<file path="config.mk">
export PLATFORM = sky130hd
export DESIGN_NAME = sop_top
export DESIGN_NICKNAME = d
export VERILOG_FILES = /design/src/sop_pkg.sv /design/src/sop_hpf_if.sv /design/src/sop_top.sv /design/src/sop_hpf.sv
export SDC_FILE = /design/constraint.sdc
export NUM_CORES = 2
export LEC_CHECK = 0
export ABC_AREA = 1
export ABC_CLOCK_PERIOD_IN_PS = 10500
export BUFFER_PORTS_ARGS = -buffer_cell sky130_fd_sc_hd__buf_2
export CAP_MARGIN = 20
export CELL_PAD_IN_SITES_DETAIL_PLACEMENT = 1
export CELL_PAD_IN_SITES_GLOBAL_PLACEMENT = 2
export CORE_UTILIZATION = 42
export CTS_CLUSTER_SIZE = 25
export DETAILED_ROUTE_END_ITERATION = 16
export PLACE_DENSITY_LB_ADDON = 0.2
export SETUP_SLACK_MARGIN = 0.5
export SYNTH_ARGS = -nofsm -noshare
export SYNTH_HDL_FRONTEND = slang
export SYNTH_SLANG_ARGS = --single-unit
</file>
<file path="constraint.sdc">
create_clock -name SYS_CLK -period 10.5 [get_ports SYS_CLK]
set_input_delay 0.525 -clock SYS_CLK [delete_from_list [all_inputs] [get_ports SYS_CLK]]
set_output_delay 0.525 -clock SYS_CLK [all_outputs]
set_load 0.005 [all_outputs]
</file>
<file path="src/sop_pkg.sv">
/*
  constants shared by the serial output port and its dc-removal filter.
  assumes a 250 mhz system clock and 24-bit samples from the decimator.
*/
`default_nettype none

package sop_pkg;

  // ------------------------------------------------------------
  // sample format
  // ------------------------------------------------------------
  localparam int SAMPLE_W = 24;
  localparam logic [4:0] BITS_PER_WORD = 5'h18;
  localparam logic [23:0] SAMPLE_MAX = 24'h7fffff;
  localparam logic [23:0] SAMPLE_MIN = 24'h800000;

  // ------------------------------------------------------------
  // pin levels
  // ------------------------------------------------------------
  localparam logic FMT_I2S = 1'b0;
  localparam logic FMT_LJ = 1'b1;
  localparam logic HPF_ON = 1'b0;

  // synchroniser lanes
  localparam int PIN_N = 5;
  localparam int PIN_MCLK = 0;
  localparam int PIN_BCLK = 1;
  localparam int PIN_LRCLK = 2;
  localparam int PIN_HPF = 3;
  localparam int PIN_FMT = 4;

  // ------------------------------------------------------------
  // high-pass filter: pole 0.9995 in q16
  // ------------------------------------------------------------
  localparam int HPF_FRAC = 16;
  localparam int HPF_ACC_W = 42;
  localparam logic [15:0] HPF_POLE = 16'hffdf;

  // ------------------------------------------------------------
  // ratio detector
  // ------------------------------------------------------------
  localparam logic [9:0] RATIO_256 = 10'h100;
  localparam logic [9:0] RATIO_384 = 10'h180;
  localparam logic [9:0] RATIO_512 = 10'h200;
  localparam logic [9:0] RATIO_768 = 10'h300;
  localparam logic [9:0] RATIO_TOL = 10'h020;
  localparam logic [9:0] RATIO_CNT_MAX = 10'h3ff;
  localparam logic [1:0] RCODE_256 = 2'h0;
  localparam logic [1:0] RCODE_384 = 2'h1;
  localparam logic [1:0] RCODE_512 = 2'h2;
  localparam logic [1:0] RCODE_768 = 2'h3;

  // ------------------------------------------------------------
  // timing
  // ------------------------------------------------------------
  localparam int SYS_CLK_MHZ = 250;
  localparam int MCLK_STOP_NS = 10000;
  localparam int MCLK_STOP_CYC_I = (MCLK_STOP_NS * SYS_CLK_MHZ + 999) / 1000;
  localparam logic [11:0] MCLK_STOP_CYC = 12'(MCLK_STOP_CYC_I);

endpackage

`default_nettype wire

</file>
<file path="src/sop_hpf_if.sv">
/*
  carrier between the output port and its high-pass filter.
  assumes both ends run on the same system clock.
*/
`timescale 1ns/1ns
`default_nettype none

interface sop_hpf_if;
  logic [23:0] in_l;
  logic [23:0] in_r;
  logic in_valid;
  logic bypass;
  logic [23:0] out_l;
  logic [23:0] out_r;
  logic out_valid;

  modport feed (
    output in_l, in_r, in_valid, bypass,
    input out_l, out_r, out_valid
  );

  modport filt (
    input in_l, in_r, in_valid, bypass,
    output out_l, out_r, out_valid
  );
endinterface

`default_nettype wire

</file>
<file path="src/sop_top.sv">
/*
  serial audio output port of a stereo adc, clock slave.
  holds the dc filter, master clock ratio check, clock-stop detect and
  the i2s / left-justified serialiser.
  assumes mclk, bclk, lrclk and the strap pins are asynchronous and are
  oversampled by sys_clk; bclk of about 48 ns or slower.
*/
// Notes on behaviour
// - bypass pin high skips the filter
// - filter is (1-z^-1)/(1-0.9995z^-1)
// - ratios 256/384/512/768; 96k only 256/384 (sample rate is not checked, all four ratios are accepted at any rate)
// - count mclk per frame, tolerate 32
// - beyond 32 off, hold last sample
// - mclk stopped over 10us enters low power
// - format pin low i2s, high justified
// - every word goes msb first
// - one data line, lrclk marks channel
// - data changes only on bclk edges
// - justified msb on lrclk changing edge
// - justified lrclk high left, low right
// - i2s msb one bit after lrclk edge
// - i2s lrclk low left, high right
// - samples are 24-bit decimator words
`timescale 1ns/1ns
`default_nettype none

module sop_top (
  // clock and reset
  input wire logic SYS_CLK,
  input wire logic RESET_N,
  // interface pins
  input wire logic MCLK,
  input wire logic BCLK,
  input wire logic LRCLK,
  input wire logic HPF_BYPASS_PIN,
  input wire logic FORMAT_SELECT_PIN,
  // samples from the decimator
  input wire logic [23:0] LEFT_SAMPLE,
  input wire logic [23:0] RIGHT_SAMPLE,
  input wire logic SAMPLE_VALID,
  // serial data
  output logic SERIAL_SAMPLE_OUT,
  // status
  output logic RATIO_ERROR,
  output logic [1:0] RATIO_CODE,
  output logic LOW_POWER
);

  // ------------------------------------------------------------
  // pin synchronisers
  // ------------------------------------------------------------
  logic [sop_pkg::PIN_N-1:0] pin_raw;
  logic [sop_pkg::PIN_N-1:0] pin_s1;
  logic [sop_pkg::PIN_N-1:0] pin_s2;
  logic [sop_pkg::PIN_N-1:0] pin_s3;

  assign pin_raw = {FORMAT_SELECT_PIN, HPF_BYPASS_PIN, LRCLK, BCLK, MCLK};

  for (genvar i = 0; i < sop_pkg::PIN_N; i++)
  begin : g_sync
    always_ff @(posedge SYS_CLK or negedge RESET_N)
    begin
      if (!RESET_N)
      begin
        pin_s1[i] <= 1'b0;
        pin_s2[i] <= 1'b0;
        pin_s3[i] <= 1'b0;
      end
      else
      begin
        pin_s1[i] <= pin_raw[i];
        pin_s2[i] <= pin_s1[i];
        pin_s3[i] <= pin_s2[i];
      end
    end
  end

  logic mclk_rise;
  logic bclk_fall;
  logic lr_rise;
  logic lr_now;
  logic fmt_now;

  assign mclk_rise = pin_s2[sop_pkg::PIN_MCLK] & ~pin_s3[sop_pkg::PIN_MCLK];
  // bclk and lrclk only ever sampled
  assign bclk_fall = ~pin_s2[sop_pkg::PIN_BCLK] & pin_s3[sop_pkg::PIN_BCLK];
  assign lr_rise = pin_s2[sop_pkg::PIN_LRCLK] & ~pin_s3[sop_pkg::PIN_LRCLK];
  assign lr_now = pin_s2[sop_pkg::PIN_LRCLK];
  assign fmt_now = pin_s2[sop_pkg::PIN_FMT];

  // ------------------------------------------------------------
  // high-pass filter
  // ------------------------------------------------------------
  sop_hpf_if hif ();

  assign hif.in_l = LEFT_SAMPLE;
  assign hif.in_r = RIGHT_SAMPLE;
  assign hif.in_valid = SAMPLE_VALID;
  assign hif.bypass = pin_s2[sop_pkg::PIN_HPF];

  sop_hpf u_hpf (
    .clk (SYS_CLK),
    .rst_n (RESET_N),
    .hif (hif)
  );

  // ------------------------------------------------------------
  // master clock ratio detector
  // ------------------------------------------------------------
  logic [9:0] mclk_cnt;
  logic meas_armed;
  logic win_256;
  logic win_384;
  logic win_512;
  logic win_768;

  function automatic logic in_win(input logic [9:0] cnt,
                                  input logic [9:0] nom);
    in_win = (cnt >= nom - sop_pkg::RATIO_TOL)
          && (cnt <= nom + sop_pkg::RATIO_TOL);
  endfunction

  assign win_256 = in_win(mclk_cnt, sop_pkg::RATIO_256);
  assign win_384 = in_win(mclk_cnt, sop_pkg::RATIO_384);
  assign win_512 = in_win(mclk_cnt, sop_pkg::RATIO_512);
  assign win_768 = in_win(mclk_cnt, sop_pkg::RATIO_768);

  always_ff @(posedge SYS_CLK or negedge RESET_N)
  begin
    if (!RESET_N)
      mclk_cnt <= 10'h000;
    else if (lr_rise)
      mclk_cnt <= mclk_rise ? 10'h001 : 10'h000;
    else if (mclk_rise && mclk_cnt != sop_pkg::RATIO_CNT_MAX)
      mclk_cnt <= mclk_cnt + 10'h001;
  end

  always_ff @(posedge SYS_CLK or negedge RESET_N)
  begin
    if (!RESET_N)
      meas_armed <= 1'b0;
    else if (lr_rise)
      meas_armed <= 1'b1;
  end

  always_ff @(posedge SYS_CLK or negedge RESET_N)
  begin
    if (!RESET_N)
    begin
      RATIO_ERROR <= 1'b0;
      RATIO_CODE <= sop_pkg::RCODE_256;
    end
    else if (lr_rise && meas_armed)
    begin
      // out of every window flags error
      RATIO_ERROR <= ~(win_256 | win_384 | win_512 | win_768);
      if (win_256)
        RATIO_CODE <= sop_pkg::RCODE_256;
      else if (win_384)
        RATIO_CODE <= sop_pkg::RCODE_384;
      else if (win_512)
        RATIO_CODE <= sop_pkg::RCODE_512;
      else if (win_768)
        RATIO_CODE <= sop_pkg::RCODE_768;
    end
  end

  // ------------------------------------------------------------
  // master clock stop detector
  // ------------------------------------------------------------
  logic [11:0] idle_cnt;

  // count cycles since last mclk edge
  always_ff @(posedge SYS_CLK or negedge RESET_N)
  begin
    if (!RESET_N)
      idle_cnt <= 12'h000;
    else if (mclk_rise)
      idle_cnt <= 12'h000;
    else if (idle_cnt != sop_pkg::MCLK_STOP_CYC)
      idle_cnt <= idle_cnt + 12'h001;
  end

  always_ff @(posedge SYS_CLK or negedge RESET_N)
  begin
    if (!RESET_N)
      LOW_POWER <= 1'b0;
    else if (mclk_rise)
      LOW_POWER <= 1'b0;
    else if (idle_cnt == sop_pkg::MCLK_STOP_CYC)
      LOW_POWER <= 1'b1;
  end

  // ------------------------------------------------------------
  // held sample pair
  // ------------------------------------------------------------
  logic [23:0] held_l;
  logic [23:0] held_r;

  // freeze last valid pair on error
  // 24-bit words from the filter path
  always_ff @(posedge SYS_CLK or negedge RESET_N)
  begin
    if (!RESET_N)
    begin
      held_l <= 24'h000000;
      held_r <= 24'h000000;
    end
    else if (hif.out_valid && !RATIO_ERROR && !LOW_POWER)
    begin
      held_l <= hif.out_l;
      held_r <= hif.out_r;
    end
  end

  // ------------------------------------------------------------
  // serialiser
  // ------------------------------------------------------------
  logic ser_act;
  logic lr_prev;
  logic lr_change;
  logic pend;
  logic pend_left;
  logic load_left;
  logic [23:0] load_word;
  logic [23:0] shreg;
  logic [4:0] bit_cnt;

  // lrclk is read one cycle after the fall so a same-edge change settles
  always_ff @(posedge SYS_CLK or negedge RESET_N)
  begin
    if (!RESET_N)
      ser_act <= 1'b0;
    else
      ser_act <= bclk_fall;
  end

  assign lr_change = lr_now != lr_prev;
  assign load_left = lr_change
                   ? ((fmt_now == sop_pkg::FMT_LJ) ? lr_now : ~lr_now)
                   : pend_left;
  assign load_word = load_left ? held_l : held_r;

  always_ff @(posedge SYS_CLK or negedge RESET_N)
  begin
    if (!RESET_N)
    begin
      lr_prev <= 1'b0;
      pend <= 1'b0;
      pend_left <= 1'b0;
      shreg <= 24'h000000;
      bit_cnt <= sop_pkg::BITS_PER_WORD;
      SERIAL_SAMPLE_OUT <= 1'b0;
    end
    // data moves only on a bclk fall
    // stable across the host's rising edge
    else if (ser_act)
    begin
      lr_prev <= lr_now;
      if (lr_change && fmt_now == sop_pkg::FMT_LJ)
      begin
        // msb on the lrclk changing edge
        SERIAL_SAMPLE_OUT <= load_word[23];
        shreg <= {load_word[22:0], 1'b0};
        bit_cnt <= 5'h01;
        pend <= 1'b0;
      end
      else if (lr_change)
      begin
        // one bit slot before the msb
        pend <= 1'b1;
        pend_left <= load_left;
        SERIAL_SAMPLE_OUT <= 1'b0;
        bit_cnt <= sop_pkg::BITS_PER_WORD;
      end
      else if (pend)
      begin
        SERIAL_SAMPLE_OUT <= load_word[23];
        shreg <= {load_word[22:0], 1'b0};
        bit_cnt <= 5'h01;
        pend <= 1'b0;
      end
      else if (bit_cnt < sop_pkg::BITS_PER_WORD)
      begin
        SERIAL_SAMPLE_OUT <= shreg[23];
        shreg <= {shreg[22:0], 1'b0};
        bit_cnt <= bit_cnt + 5'h01;
      end
      else
      begin
        SERIAL_SAMPLE_OUT <= 1'b0;
      end
    end
  end

endmodule

`default_nettype wire

</file>
<file path="src/sop_hpf.sv">
/*
  first-order dc-removal filter, one lane per channel, one cycle latency.
  assumes in_valid is a single-cycle pulse on the system clock.
*/
`timescale 1ns/1ns
`default_nettype none

module sop_hpf (
  // clock and reset
  input wire logic clk,
  input wire logic rst_n,
  // sample stream
  sop_hpf_if.filt hif
);

  logic [23:0] x_in [2];
  logic [23:0] y_out [2];

  assign x_in[0] = hif.in_l;
  assign x_in[1] = hif.in_r;
  assign hif.out_l = y_out[0];
  assign hif.out_r = y_out[1];

  // ------------------------------------------------------------
  // per-channel lanes
  // ------------------------------------------------------------
  for (genvar ch = 0; ch < 2; ch++)
  begin : g_lane
    logic [23:0] x_prev;
    logic signed [41:0] y_acc;
    logic signed [41:0] diff;
    logic signed [59:0] prod;
    logic signed [41:0] y_new;
    logic [25:0] y_int;
    logic [23:0] y_sat;

    // y = x - x1 + p * y1
    assign diff = $signed({{2{x_in[ch][23]}}, x_in[ch], 16'h0000})
                - $signed({{2{x_prev[23]}}, x_prev, 16'h0000});
    assign prod = y_acc * $signed({2'b00, sop_pkg::HPF_POLE});
    assign y_new = diff + prod[57:16];
    assign y_int = y_new[41:16];
    assign y_sat = (y_int[25:23] == 3'b000 || y_int[25:23] == 3'b111)
                 ? y_int[23:0]
                 : (y_int[25] ? sop_pkg::SAMPLE_MIN : sop_pkg::SAMPLE_MAX);

    always_ff @(posedge clk or negedge rst_n)
    begin
      if (!rst_n)
      begin
        x_prev <= 24'h000000;
        y_acc <= 42'h00000000000;
        y_out[ch] <= 24'h000000;
      end
      else if (hif.in_valid)
      begin
        x_prev <= x_in[ch];
        y_acc <= y_new;
        y_out[ch] <= (hif.bypass == sop_pkg::HPF_ON) ? y_sat : x_in[ch];
      end
    end
  end

  always_ff @(posedge clk or negedge rst_n)
  begin
    if (!rst_n)
      hif.out_valid <= 1'b0;
    else
      hif.out_valid <= hif.in_valid;
  end

endmodule

`default_nettype wire

</file>
== Yosys cells after proc, flatten, opt, wreduce, memory -nomap -nowiden ==
Cells that the tools add are included.

* Add/sub/neg operators: 7
* $mul: 2
* Magnitude comparators: 9
* Equality and inequality tests: 7
* Multiplexer cells: 34
* Bitwise logic cells: 12
* Reductions and logical operators: 25

{| class="wikitable"
|+ Operator list
! operator !! number
|-
| 2-to-1 mux 24 bit || 11
|-
| multiplier 42 x 17 -> 58 bit (second input constant) || 2
|-
| adder 42 bit || 2
|-
| subtractor 40 x 40 -> 41 bit || 2
|-
| 2-to-1 mux 12 bit || 2
|-
| >= comparator 10 x 9 -> 1 bit (second input constant) || 2
|-
| <= comparator 10 bit (second input constant) || 2
|-
| <= comparator 10 x 9 -> 1 bit (second input constant) || 2
|-
| 2-to-1 mux 10 bit || 2
|-
| 2-to-1 mux 5 bit || 4
|-
| adder 12 x 1 -> 12 bit (second input constant) || 1
|-
| == test 12 bit (second input constant) || 1
|-
| != test 12 bit (second input constant) || 1
|-
| 2-to-1 mux 1 bit || 11
|-
| adder 10 x 1 -> 10 bit (second input constant) || 1
|-
| >= comparator 10 bit (second input constant) || 1
|-
| >= comparator 10 x 8 -> 1 bit (second input constant) || 1
|-
| != test 10 bit (second input constant) || 1
|-
| logical AND 1 bit || 9
|-
| 2-to-1 mux 2 bit || 4
|-
| nonzero test 4 bit || 2
|-
| == test 3 bit (second input constant) || 2
|-
| zero test 3 bit || 2
|-
| inverter 1 bit || 6
|-
| other kinds (12) || 22
|}

* Register bits after elaboration: 303
* Input bits: 56
* Word-level logic and storage cells: 131

== Logic depth before layout (Yosys ltp) ==
* Depth after elaboration: 7
* Gate-level depth with buffers: 46
* Mapped depth without buffers: 45

== By module ==
A second synthesis with hierarchy kept.

* Cell total of the unflattened synthesis: 6206
* Area, all modules: 51728.4 um^2

{| class="wikitable"
|+ Modules (own cells, without submodules)
! module !! instances !! cells each !! area an instance (um^2)
|-
| sop_hpf || 1 || 5556 || 46022.9
|-
| sop_top || 1 || 650 || 5705.5
|}

== Worst setup path before layout ==
No wires, ideal clock.

* Path kind: register to register
* From: register u_hpf.g_lane[1].y_acc[41]
* To: register u_hpf.y_out, in the netlist u_hpf.hif.out_r[1]
* Data arrival time: 7319 ps
* Required time: 10383 ps
* Path slack: 3065 ps
* Cell stages (with the launch flop): 36
* Cells stage by stage: dfrtp_1 ha_1 xor2_1 inv_1 fa_1 fa_1 inv_1 fa_1 inv_1 fa_1 inv_1 fa_1 inv_1 ha_1 a21oi_1 nor2_1 nor2_1 o21ai_0 a2111oi_0 nand3_1 xor2_1 ha_1 inv_1 nor3_1 nand2_1 nor2_1 nand2_1 o211ai_1 inv_1 nand3_2 nand3_4 buf_6 nand2_1 nand2_1 nand2_1 nand2_1

* Longest elaborated chain between the ends: 6

{| class="wikitable"
|+ Ends and longest elaborated chain
! what !! line !! source
|-
| start, declared || sop_hpf.sv:30 || <nowiki>logic signed [41:0] y_acc;</nowiki>
|-
| start signal, assigned || sop_hpf.sv:58 || <nowiki>y_acc <= y_new;</nowiki>
|-
| multiplier 42 x 17 -> 58 bit * || sop_hpf.sv:40 || <nowiki>assign prod = y_acc * $signed({2'b00, sop_pkg::HPF_POLE});</nowiki>
|-
| adder 42 bit * || sop_hpf.sv:41 || <nowiki>assign y_new = diff + prod[57:16];</nowiki>
|-
| == test 3 bit or zero test 3 bit (tied branches) || sop_hpf.sv:43 || <nowiki>assign y_sat = (y_int[25:23] == 3'b000 || y_int[25:23] == 3'b111)</nowiki>
|-
| logical OR 1 bit || sop_hpf.sv:43 ||
|-
| 2-to-1 mux 24 bit * || sop_hpf.sv:44 || <nowiki>? y_int[23:0]</nowiki>
|-
| 2-to-1 mux 24 bit * || sop_hpf.sv:59 || <nowiki>y_out[ch] <= (hif.bypass == sop_pkg::HPF_ON) ? y_sat : x_in[ch];</nowiki>
|-
| end signal, assigned by index || sop_hpf.sv:59 ||
|-
| end, declared || sop_hpf.sv:17 || <nowiki>logic [23:0] y_out [2];</nowiki>
|}

Every way passes the cells marked *; elsewhere a longest branch is shown, timed or not.
A chain may end at the register's enable or synchronous reset.

== Worst setup path in the final report ==
* From: register u_hpf.g_lane[0].y_acc[20]
* To: register u_hpf.y_out, in the netlist u_hpf.hif.out_l[5]

* Longest elaborated chain between the ends: 6

{| class="wikitable"
|+ Ends and longest elaborated chain
! what !! line
|-
| start, declared || sop_hpf.sv:30
|-
| start signal, assigned || sop_hpf.sv:58
|-
| multiplier 42 x 17 -> 58 bit * || sop_hpf.sv:40
|-
| adder 42 bit * || sop_hpf.sv:41
|-
| == test 3 bit or zero test 3 bit (tied branches) || sop_hpf.sv:43
|-
| logical OR 1 bit || sop_hpf.sv:43
|-
| 2-to-1 mux 24 bit * || sop_hpf.sv:44
|-
| 2-to-1 mux 24 bit * || sop_hpf.sv:59
|}

Marked as above.

==> impl_metrics.env <==
export IMPL_whs_ps=45.97
export IMPL_gp_congestion=0.9942
export IMPL_synth_area_top_cells="fa_1 34%, dfrtp_1 15%, inv_1 12%"
export IMPL_finalNonFillerCells=7807
export IMPL_status="finished, final reports clean"
export IMPL_firstDrtPassIters=7
export IMPL_cts_num_sinks=302
export IMPL_die_area_um2=123400
export IMPL_via_per_inst=5.090
export IMPL_rsz0062_at_grt="false"
export IMPL_final_max_slew_viol_count=0
export IMPL_ant_nets=0
export IMPL_clockRootBuffer="clkbuf_16"
export IMPL_grt_antenna_before_repair=3
export IMPL_antenna_cells=0
export IMPL_synth_edf_count=0
export IMPL_fin_skew_ps=70.11
export IMPL_worst_ep_arrival_time_ps=10000
export IMPL_finalSetupTns_ps=0
export IMPL_area_growth_syn_to_layout_pct=7.007
export IMPL_worstPathRequired_ps=11010
export IMPL_cts_path_max_buffers=3
export IMPL_endpoint_kind="register"
export IMPL_grt_pass1_vias=43754
export IMPL_critPathKind="reg2reg"
export IMPL_grt_total_usage_pct=28.82
export IMPL_final_area_um2=54840
export IMPL_register_area_um2=7562
export IMPL_cts_tree="yes"
export IMPL_dieHeight_um=351.3
export IMPL_drive_above_1_share_pct=5.262
export IMPL_cp_max_fo=23
export IMPL_synth_common_cells="1,619 x inv_1, 1,061 x nand2_1, 869 x fa_1, 469 x ha_1, 376 x nor2_1"
export IMPL_synth_cell_type_count=63
export IMPL_yosysTopAreaCellShare_pct=33.95
export IMPL_post_cts_setup_buffers=0
export IMPL_grt_busiest_layer="met2"
export IMPL_max_slew_margin_pct=33.14
export IMPL_seq_area_frac_synth_pct=14.75
export IMPL_num_rows=127
export IMPL_drv_cap=0
export IMPL_globalRouteMet1Util_pct=41.13
export IMPL_synth_warnings=0
export IMPL_cts_made_buffers=42
export IMPL_num_nets_final=7555
export IMPL_grt_use_met2_pct=46.25
export IMPL_finalHoldViolations=0
export IMPL_dp_cells=7724
export IMPL_max_stage_delay_ps=640
export IMPL_num_vias=39736
export IMPL_critPathSlowestCell="dfrtp_1"
export IMPL_syn_inst=6108
export IMPL_overflow=0
export IMPL_startpoint_type="register"
export IMPL_drcViolationCount=0
export IMPL_drt_total_wl_mm=172.6
export IMPL_cpMostUsedCell="nand2_1"
export IMPL_use_met3_pct=4.093
export IMPL_drt_iter0_markers=2380
export IMPL_max_freq_mhz=105.3
export IMPL_syn_cell_area_um2=51250
export IMPL_setup_violations=0
export IMPL_tightest_slew_ps=1003
export IMPL_hold_path_class="in2reg"
export IMPL_synth_ff_type="dfrtp_1"
export IMPL_die_w_um=351.3
export IMPL_multiInputGateArea_um2=37210
export IMPL_core_um2=120400
export IMPL_ys_ff_latch=302
export IMPL_start_util_pct=42.55
export IMPL_wire_per_inst_um=22.10
export IMPL_n_fill_cell=14560
export IMPL_synth_most_common_cell="inv_1"
export IMPL_placed_cell_area_um2=53390
export IMPL_dpl_hpwl_mm=151.7
export IMPL_reg2reg_setup_slack_ps=1010
export IMPL_post_route_period_util_pct=90.42
export IMPL_port_buffers=60
export IMPL_clock_latency_ps=650
export IMPL_yosysTopAreaCell="fa_1"
export IMPL_ios=61
export IMPL_cts_htree_levels=2
export IMPL_fin_crit_ps=9494
export IMPL_synthArstFlopShare_pct=100.0
export IMPL_synth_nets=7502
export IMPL_postSynthAreaPerCell_um2=8.390
export IMPL_grt_max_degree=92
export IMPL_clk_pin_slew_ps=70
export IMPL_grt_pass1_wl_mm=266.8
[critical path, delay by kind of cell, from the launching register on]
family | cells | cell delay [ps]
and+or+nand+nor | 11 | 1390
adders and majority gates | 8 | 3960
buffers and inverters | 7 | 740
xor gates and xnor gates | 2 | 760
DFF | 1 | 640
AOI/OAI and AO/OA | 8 | 1800
[flip-flops by register name (all words and copies together) (netlist names), 12 cells and up]
| name | count |
|---|---|
| held_r | 24 |
| u_hpf.g_lane.x_prev | 48 |
| idle_cnt | 12 |
| held_l | 24 |
| shreg | 23 |
| u_hpf.hif.out_r | 24 |
| u_hpf.g_lane.y_acc | 84 |
| u_hpf.hif.out_l | 24 |
[cell usage in the layout, fill, tap and decap left out, drive strengths merged, types with 45 or more instances in the layout]
cell type  netlist  routed
xnor2           77      77
nand2         1088    1088
nand3          170     170
dfrtp          300     300
mux2            45      45
ha             469     469
xor2           145     145
a21oi          266     266
buf             17      78
fa             869     869
inv           1636    1642
nor2           394     394
clkbuf          57      55
o21ai          273     273
[area by class of cell]
class	instances	share of cell area, %
Clock inverter	23	0.4061
Inverter	1636	11.20
Sequential cell	302	13.79
Clock buffer	55	2.152
Timing Repair Buffer	83	0.9149
Multi-Input combinational cell	4096	67.86
Tap cell	1612	3.678
[metrics by stage]
step           worst slack [ps]  util, %
5_1_grt                   707.4    45.53
2_1_floorplan              3065        -
3_3_place_gp              993.3    44.32
4_1_cts                   870.1    45.53
6_report                   1006    45.53
3_5_place_dp              928.7    44.32
[per-layer routing]
metal / part of all wire (%) / routed length, um
met2: 46 / 78750
met3: 5.0 / 8590
met5: 0.0041 / 7
met1: 47 / 81060
met4: 2.4 / 4167
[path summary, 6_finish.rpt]
kind	end	depth (start not counted)	startpoint
hold reg to reg	lr_now	0	pin_s1[2]
min in group asynchronous	mclk_cnt[9]	2	RESET_N
max in group asynchronous	u_hpf.hif.out_l[7]	4	RESET_N
hold / removal	pin_s1[3]	1	HPF_BYPASS_PIN
setup reg to reg	u_hpf.hif.out_l[5]	36	u_hpf.g_lane[0].y_acc[20]
setup / recovery	u_hpf.hif.out_l[5]	36	u_hpf.g_lane[0].y_acc[20]
[kinds of logic (layout without fill, tap and decap cells)]
kind of cell               count (synthesis)  in the layout  synth area share [%]
AOI/OAI and AO/OA                        728            728                 8.069
xor gates and xnor gates                 222            222                 3.809
adders and majority gates               1339           1339                 45.42
buffers and inverters                   1710           1797                 12.65
DFF                                      302            302                 14.75
muxes                                     45             45                0.9888
and+or+nand+nor                         1762           1762                 14.31
[timing repair]
action                                  CTS  global route
endpoints found under the setup margin    0             6
hold buffers                              5             0
gates resized for setup                   0             1
hold endpoints to repair                 87             0
Power is not shown: default switching activity piles up to over one toggle a cycle in this logic, so the estimate is an artifact.
